### src/rsa_consts.svh
`ifndef RSA_CONSTS_SVH
`define RSA_CONSTS_SVH

// ****************************************************************
// Register subaddresses
// ****************************************************************
`define RSA_OFF_BACKUP 8'h24
`define RSA_OFF_SWLDO 8'h25
`define RSA_OFF_GPO 8'h26

// ****************************************************************
// Reset values and write masks
// ****************************************************************
`define RSA_RST_BACKUP 8'h12
`define RSA_RST_SWLDO 8'h63
`define RSA_RST_GPO 8'h03
`define RSA_BACKUP_WMASK 8'h33

// ****************************************************************
// Field positions
// ****************************************************************
`define RSA_BK1_LSB 0
`define RSA_BK2_LSB 4
`define RSA_LO_LSB 0
`define RSA_HI_LSB 4

// ****************************************************************
// Strobe codes
// ****************************************************************
`define RSA_NUM_RAILS 6
`define RSA_STROBE_FIRST 4'h1
`define RSA_STROBE_SECOND 4'h2
`define RSA_WIDE_FIRST 4'h3
`define RSA_WIDE_LAST 4'hA

`endif

### src/rsa_pkg.sv
package rsa_pkg;

	// ****************************************************************
	// Carriers
	// ****************************************************************
	typedef struct packed {
		logic       write;
		logic [7:0] addr;
		logic [7:0] wdata;
	} rsa_reg_req_s;

	typedef struct packed {
		logic       valid;
		logic       down;
		logic [3:0] index;
	} rsa_strobe_s;

	typedef struct packed {
		logic startUp;
		logic startDown;
		logic finish;
	} rsa_seq_cmd_s;

	// ****************************************************************
	// Sequence state and strobe hit vector
	// ****************************************************************
	typedef enum logic [2:0] {
		RSA_IDLE = 3'b001,
		RSA_UP   = 3'b010,
		RSA_DOWN = 3'b100
	} rsa_seq_e;

	// Bit n stands for strobe n+1
	typedef logic [9:0] rsa_hit_t;

endpackage

### src/rail_strobe_assignment_regs.sv
`timescale 1ns/1ps
`include "rsa_consts.svh"

module rail_strobe_assignment_regs (
	input  wire logic                  clock,
	input  wire logic                  reset_n,
	input  rsa_pkg::rsa_reg_req_s      regReq,
	input  wire logic                  writeUnlocked,
	output logic                 [7:0] regRdata,
	output logic                       writeRefused,
	input  wire logic                  freshnessSealFlag,
	input  rsa_pkg::rsa_seq_cmd_s      seqCmd,
	input  rsa_pkg::rsa_strobe_s       strobeEv,
	output logic                       strobeTaken,
	output logic                       strobeSkipped,
	output logic                 [5:0] railEnable,
	output rsa_pkg::rsa_seq_e          seqState
);
	import rsa_pkg::*;

	// ****************************************************************
	// Decode helpers
	// ****************************************************************
	function automatic logic regHit(input logic [7:0] addr,
			input logic [7:0] offset);
		regHit = (addr == offset);
	endfunction

	function automatic logic sealedStrobe(input logic [3:0] index);
		sealedStrobe = (index == `RSA_STROBE_FIRST) ||
			(index == `RSA_STROBE_SECOND);
	endfunction

	// ****************************************************************
	// Register file
	// ****************************************************************
	logic [7:0] backup_q;
	logic [7:0] backup_d;
	logic [7:0] swLdo_q;
	logic [7:0] swLdo_d;
	logic [7:0] gpo_q;
	logic [7:0] gpo_d;
	logic [7:0] rdata_q;
	logic [7:0] rdata_d;
	logic       refused_q;
	logic       refused_d;
	logic       writeOk;

	assign writeOk = regReq.write && writeUnlocked;

	always_comb begin
		backup_d = backup_q;
		swLdo_d = swLdo_q;
		gpo_d = gpo_q;
		refused_d = regReq.write && !writeUnlocked;
		if (writeOk) begin
			if (regHit(regReq.addr, `RSA_OFF_BACKUP)) begin
				// Reserved bits never store
				backup_d = regReq.wdata & `RSA_BACKUP_WMASK;
			end
			if (regHit(regReq.addr, `RSA_OFF_SWLDO)) begin
				swLdo_d = regReq.wdata;
			end
			if (regHit(regReq.addr, `RSA_OFF_GPO)) begin
				gpo_d = regReq.wdata;
			end
		end
		// Unmapped reads answer zero
		rdata_d = 8'h00;
		if (regHit(regReq.addr, `RSA_OFF_BACKUP)) begin
			rdata_d = backup_q;
		end else if (regHit(regReq.addr, `RSA_OFF_SWLDO)) begin
			rdata_d = swLdo_q;
		end else if (regHit(regReq.addr, `RSA_OFF_GPO)) begin
			rdata_d = gpo_q;
		end
	end

	always_ff @(posedge clock or negedge reset_n) begin
		if (!reset_n) begin
			backup_q <= `RSA_RST_BACKUP;
			swLdo_q <= `RSA_RST_SWLDO;
			gpo_q <= `RSA_RST_GPO;
			rdata_q <= 8'h00;
			refused_q <= 1'b0;
		end else begin
			backup_q <= backup_d;
			swLdo_q <= swLdo_d;
			gpo_q <= gpo_d;
			rdata_q <= rdata_d;
			refused_q <= refused_d;
		end
	end

	assign regRdata = rdata_q;
	assign writeRefused = refused_q;

	// ****************************************************************
	// Field decode per rail
	// ****************************************************************
	// Rail order: backup one, backup two, load switch, regulator,
	// first output, second output
	logic     [3:0] railCode [`RSA_NUM_RAILS];
	rsa_hit_t       railHit [`RSA_NUM_RAILS];

	assign railCode[0] = {2'b00, backup_q[`RSA_BK1_LSB +: 2]};
	assign railCode[1] = {2'b00, backup_q[`RSA_BK2_LSB +: 2]};
	assign railCode[2] = swLdo_q[`RSA_HI_LSB +: 4];
	assign railCode[3] = swLdo_q[`RSA_LO_LSB +: 4];
	assign railCode[4] = gpo_q[`RSA_LO_LSB +: 4];
	assign railCode[5] = gpo_q[`RSA_HI_LSB +: 4];

	genvar r;
	generate
		for (r = 0; r < `RSA_NUM_RAILS; r++) begin : g_rail
			rsa_strobe_decode #(
				.WIDE (r >= 2)
			) u_decode (
				.code      (railCode[r]),
				.strobeHit (railHit[r])
			);
		end
	endgenerate

	// ****************************************************************
	// Sequence phase
	// ****************************************************************
	rsa_seq_e state_q;
	rsa_seq_e state_d;

	always_comb begin
		state_d = state_q;
		case (state_q)
			RSA_IDLE: begin
				if (seqCmd.startUp) begin
					state_d = RSA_UP;
				end else if (seqCmd.startDown) begin
					state_d = RSA_DOWN;
				end
			end
			RSA_UP, RSA_DOWN: begin
				if (seqCmd.finish) begin
					state_d = RSA_IDLE;
				end
			end
			default: begin
				state_d = RSA_IDLE;
			end
		endcase
	end

	always_ff @(posedge clock or negedge reset_n) begin
		if (!reset_n) begin
			state_q <= RSA_IDLE;
		end else begin
			state_q <= state_d;
		end
	end

	assign seqState = state_q;

	// ****************************************************************
	// Strobe execution
	// ****************************************************************
	// A strobe only counts in the phase whose direction it carries
	logic       phaseOk;
	logic       indexOk;
	logic [5:0] en_q;
	logic [5:0] en_d;

	assign phaseOk = strobeEv.down ? (state_q == RSA_DOWN) :
		(state_q == RSA_UP);
	assign indexOk = strobeEv.index >= `RSA_STROBE_FIRST &&
		strobeEv.index <= `RSA_WIDE_LAST;
	assign strobeSkipped = strobeEv.valid && phaseOk &&
		sealedStrobe(strobeEv.index) && freshnessSealFlag;
	assign strobeTaken = strobeEv.valid && phaseOk && indexOk &&
		!strobeSkipped;

	always_comb begin
		en_d = en_q;
		for (int i = 0; i < `RSA_NUM_RAILS; i++) begin
			if (strobeTaken && railHit[i][strobeEv.index - 4'h1]) begin
				en_d[i] = !strobeEv.down;
			end
		end
		// Backup rails hold once the seal is broken
		if (freshnessSealFlag && strobeEv.down) begin
			en_d[1:0] = en_q[1:0];
		end
	end

	always_ff @(posedge clock or negedge reset_n) begin
		if (!reset_n) begin
			en_q <= 6'h00;
		end else begin
			en_q <= en_d;
		end
	end

	assign railEnable = en_q;

	// ****************************************************************
	// Checks
	// ****************************************************************
	reserved_zero_a: assert property (
		@(posedge clock) disable iff (!reset_n)
		$past(regReq.addr) == `RSA_OFF_BACKUP |->
			regRdata[7:6] == 2'b00 && regRdata[3:2] == 2'b00)
		else $error("backup reserved bits not zero");

	backup_up_a: assert property (
		@(posedge clock) disable iff (!reset_n)
		strobeTaken && !strobeEv.down &&
			(backup_q[1:0] == 2'h1 || backup_q[1:0] == 2'h2) &&
			strobeEv.index == {2'b00, backup_q[1:0]} |=> railEnable[0])
		else $error("backup rail one not enabled at its strobe");

	backup_two_up_a: assert property (
		@(posedge clock) disable iff (!reset_n)
		strobeTaken && !strobeEv.down &&
			(backup_q[5:4] == 2'h1 || backup_q[5:4] == 2'h2) &&
			strobeEv.index == {2'b00, backup_q[5:4]} |=> railEnable[1])
		else $error("backup rail two not enabled at its strobe");

	backup_unused_a: assert property (
		@(posedge clock) disable iff (!reset_n)
		(backup_q[5:4] == 2'h0 || backup_q[5:4] == 2'h3) &&
			!freshnessSealFlag |=> $stable(railEnable[1]))
		else $error("unsequenced backup rail changed");

	seal_skip_a: assert property (
		@(posedge clock) disable iff (!reset_n)
		strobeEv.valid && freshnessSealFlag &&
			sealedStrobe(strobeEv.index) |-> !strobeTaken)
		else $error("sealed strobe executed");

	seal_hold_a: assert property (
		@(posedge clock) disable iff (!reset_n)
		freshnessSealFlag && railEnable[0] && state_q == RSA_DOWN
			|=> railEnable[0])
		else $error("backup rail turned off after seal broken");

	wide_up_a: assert property (
		@(posedge clock) disable iff (!reset_n)
		strobeTaken && !strobeEv.down && swLdo_q[7:4] >= 4'h3 &&
			swLdo_q[7:4] <= 4'hA && strobeEv.index == swLdo_q[7:4]
			|=> railEnable[2])
		else $error("load switch not enabled at its strobe");

	gpo_up_a: assert property (
		@(posedge clock) disable iff (!reset_n)
		strobeTaken && !strobeEv.down && gpo_q[3:0] >= 4'h3 &&
			gpo_q[3:0] <= 4'hA && strobeEv.index == gpo_q[3:0]
			|=> railEnable[4])
		else $error("first output not enabled at its strobe");

	wide_down_a: assert property (
		@(posedge clock) disable iff (!reset_n)
		strobeTaken && strobeEv.down && swLdo_q[3:0] >= 4'h3 &&
			swLdo_q[3:0] <= 4'hA && strobeEv.index == swLdo_q[3:0]
			|=> !railEnable[3])
		else $error("regulator not disabled at its strobe");

	wide_unused_a: assert property (
		@(posedge clock) disable iff (!reset_n)
		(swLdo_q[3:0] < 4'h3 || swLdo_q[3:0] > 4'hA) |=>
			$stable(railEnable[3]))
		else $error("unsequenced regulator changed");

	swldo_write_a: assert property (
		@(posedge clock) disable iff (!reset_n)
		writeOk && regReq.addr == `RSA_OFF_SWLDO |=>
			swLdo_q == $past(regReq.wdata) ##1
			($past(regReq.addr) != `RSA_OFF_SWLDO ||
			regRdata == $past(swLdo_q)))
		else $error("switch and regulator register write lost");

	gpo_write_a: assert property (
		@(posedge clock) disable iff (!reset_n)
		writeOk && regReq.addr == `RSA_OFF_GPO |=>
			gpo_q == $past(regReq.wdata))
		else $error("output register write lost");

	backup_write_a: assert property (
		@(posedge clock) disable iff (!reset_n)
		writeOk && regReq.addr == `RSA_OFF_BACKUP |=>
			backup_q == ($past(regReq.wdata) & `RSA_BACKUP_WMASK))
		else $error("backup register write wrong");

	locked_write_a: assert property (
		@(posedge clock) disable iff (!reset_n)
		regReq.write && !writeUnlocked |=>
			writeRefused && $stable(backup_q) && $stable(swLdo_q) &&
			$stable(gpo_q))
		else $error("locked write changed a register");

endmodule

### src/rsa_strobe_decode.sv
`timescale 1ns/1ps
`include "rsa_consts.svh"

module rsa_strobe_decode #(
	parameter bit WIDE = 1'b1
) (
	input  wire logic       [3:0] code,
	output rsa_pkg::rsa_hit_t     strobeHit
);
	import rsa_pkg::*;

	always_comb begin
		strobeHit = '0;
		if (WIDE) begin
			if (code >= `RSA_WIDE_FIRST && code <= `RSA_WIDE_LAST) begin
				strobeHit[code - 4'h1] = 1'b1;
			end
		end else begin
			if (code == `RSA_STROBE_FIRST || code == `RSA_STROBE_SECOND) begin
				strobeHit[code - 4'h1] = 1'b1;
			end
		end
		// Other codes leave the hit vector empty
	end

endmodule

### config.mk
export PLATFORM = sky130hd
export DESIGN_NAME = rail_strobe_assignment_regs
export DESIGN_NICKNAME = d
export VERILOG_FILES = /design/src/rsa_pkg.sv /design/src/rail_strobe_assignment_regs.sv /design/src/rsa_strobe_decode.sv
export VERILOG_INCLUDE_DIRS = /design/src
export SDC_FILE = /design/constraint.sdc
export NUM_CORES = 1
export LEC_CHECK = 0
export BUFFER_PORTS_ARGS = -buffer_cell sky130_fd_sc_hd__clkbuf_2
export CAP_MARGIN = 30
export CORE_MARGIN = 5
export CORE_UTILIZATION = 41
export DETAILED_ROUTE_END_ITERATION = 8
export RECOVER_POWER = 50
export SETUP_SLACK_MARGIN = 0.15
export SLEW_MARGIN = 15
export SYNTH_ARGS = -nofsm -noshare
export SYNTH_HDL_FRONTEND = slang
export SYNTH_SLANG_ARGS = --single-unit
export TNS_END_PERCENT = 5
### constraint.sdc
create_clock -name clock -period 2 [get_ports clock]
set_clock_uncertainty 0.05 [all_clocks]
set_input_delay 0 -clock clock [delete_from_list [all_inputs] [get_ports clock]]
set_output_delay 0 -clock clock [all_outputs]
set_load 0.005 [all_outputs]
==> out/qor.csv <==
metric;value;unit
initial core utilization;0.4208;
total CTS buffers;5;
Worst EP arrival;1.88;ns
DIE AREA;7735;sq um
Clock transition at path regs;0.08;ns
Synth Warn #;0;
maximum clock insertion buffer count;2;
# DRC;0;
DRT Pass-1 Iters;4;
Worst Tran Pin Value;1.084;ns
worst vdd ir;0.5089;mV
Final nets;357;
fillers;557;
area of the core;5921;sq um
Routed wire per std cell;15.03;um
Final Hold Viols;0;
GR Util met2;0.2719;
gr ovfl total;0;
Total Power;1878;uW
number of global-route vias before repair;2089;
count of different cell masters after synthesis;41;
top-count cell post-synth;dfrtp_1;
largest cells by area after synthesis;dfrtp_1, dfstp_2, mux2_2;
synth-to-layout area growth;24.76;%
PortBufs;49;
Setup Crit Path Kind;flip-flop to flip-flop;
crit path max fanout;9;
Syn Nets;291;
#FFs+latches synth;38;
GRT busiest layer;met2;
clock latency on the worst-skew pair;0.30;ns
DR vias;2100;
Setup violations, final;0;
post-route setup TNS;0;ns
Mapped Cells;252;
htree depth;2;
final worst path period need;1.752;ns
MaxCap Viol Count;0;
Post-synth top flop;dfrtp_1;
number of routed nets with antenna violations;0;
initial antenna violation count;0;
largest area contributor in the netlist;dfrtp_1;
Worst EP required;2.12;ns
Die X-Extent;87.95;um
largest net degree at the start of global routing;28;
met1 GRT Util;0.2168;
layout cell share with drive strength beyond 1;0.3072;
met3 usage;0.03481;
row count;28;
CTS Sinks;38;
CTS root buf;clkbuf_8;
number of diodes;0;
CTS tree;built;
Pins Over Slew Limit;0;
CP startpoint kind;flip-flop;
Post-synth EDFFs;0;
register area share after synthesis;0.3862;
Setup crit end kind;flip-flop;
syn avg cell area;9.885;sq um
Lkg Pwr;0.001453;uW
Detailed Route WL;5920;um
Die Y;87.95;um
initial drt markers;83;
GRT Total Usage;0.1665;
fmax;570.7;MHz
worst min path class;input port to flip-flop;
HPWL Detailed;4291;um
most frequent cells after synthesis;dfrtp_1, nor2_1, mux2_2;
ys async rst share;1.000;
PD cells;604.4;nW/um^2
area share of the largest cell type after synthesis;0.2913;
I/O pin total;50;
gpl congestion;0.7846;
first-pass GRT wire length;10020;um
vias per cell;5.330;
outcome;completed;
RSZ-0062 raised after global routing;yes;
mapped cell area;2491;sq um
max_slew headroom;0.2771;
final cycle utilization of the critical path;0.8761;
## power breakdown
group | leakage (uW) | internal, uW | switching, uW
clock network | 0.0000472 | 277 | 292
logic | 0.000941 | 203 | 193
registers | 0.000465 | 839 | 74.5
## registers in the layout, summed over array words and instances, names as in the netlist
name and flops:
seqState 3, backup_q 4, railEnable 6, gpo_q 8, regRdata 8, writeRefused 1
swLdo_q 8
## timing repair
item	in CTS	in global routing
hold buffers	15	0
setup endpoints to repair	0	6
endpoints found under the hold margin	47	0
buffers inserted	0	1
gates resized for setup	0	5
## layer usage
layer	up-vias	wire length, um
li1	1035	-
met1	1016	2672
met2	36	2921
met3	13	210
met4	0	116
met5	-	0
## critical path, stage by stage (launching register included)
cell	delay, ns
dfstp_2	0.62
nor4bb_2	0.30
a32oi_1	0.13
a221oi_1	0.25
o21ai_0	0.13
mux2i_1	0.13
## area by class of cell
| class | instances | area (sq um) | area share |
|---|---|---|---|
| Tap cell | 75 | 93.84 | 0.03019 |
| Timing Repair Buffer | 75 | 462.9 | 0.1490 |
| Clock buffer | 6 | 82.58 | 0.02657 |
| Multi-Input combinational cell | 180 | 1426 | 0.4589 |
| Sequential cell | 38 | 962.2 | 0.3096 |
| Clock inverter | 2 | 12.51 | 0.004026 |
| Inverter | 18 | 67.56 | 0.02174 |
## cell families (layout without fill, tap and decap cells)
logic type | Yosys count | after routing | synth area share
xor gates and xnor gates | 7 | 7 | 0.02461
and+or+nand+nor | 86 | 86 | 0.2411
buffers and inverters | 34 | 101 | 0.05173
adders and majority gates | 9 | 9 | 0.04520
AOI/OAI and AO/OA | 47 | 47 | 0.1165
DFF | 38 | 38 | 0.3862
muxes | 31 | 31 | 0.1346
## final timing paths
kind                               start            end  slack (ns)  cells after the start
setup reg to reg              swLdo_q[1]  railEnable[3]        0.25                      5
hold reg to reg            railEnable[0]  railEnable[0]        0.47                      2
hold / removal                 seqCmd[1]    seqState[2]       0.006                      3
min in group asynchronous        reset_n    regRdata[0]        0.37                      2
setup / recovery              swLdo_q[1]  railEnable[3]        0.25                      5
max in group asynchronous        reset_n     swLdo_q[0]        0.43                      3
## stage by stage
step	area, sq um	worst slack [ns]	hold slack, ns	utilization	cells
floorplan	2514	0.09512	-0.3456	-	252
global placement	2851	0.1594	-0.05341	0.4816	370
detailed placement	2851	0.08710	-0.05591	0.4816	370
CTS	3097	0.1763	0.002428	0.5230	393
global route	3108	0.1097	0.005116	0.5249	394
finish	3108	0.2478	0.006112	0.5249	394
## cells in the final DEF, fill, tap and decap left out, types with 3 or more instances in the layout
master,Yosys,layout
nand2b_1,6,6
clkbuf_8,0,6
a21oi_1,16,16
a32oi_1,4,4
nor2b_1,9,9
mux2i_1,11,11
dfrtp_1,29,29
a22oi_1,4,4
nor3b_1,3,3
clkbuf_1,14,10
ha_1,9,9
o21ai_0,12,10
nor4b_1,8,8
dfstp_2,9,9
clkbuf_2,0,40
nor2_1,23,23
dlygate4sd3_1,0,15
buf_4,0,10
nand2_1,7,7
a221oi_1,4,3
mux2_2,20,20
inv_1,18,18
nor4_1,5,5
and4b_1,8,8
xor2_1,4,4
Note: power is estimated with default switching activity, not from simulation.
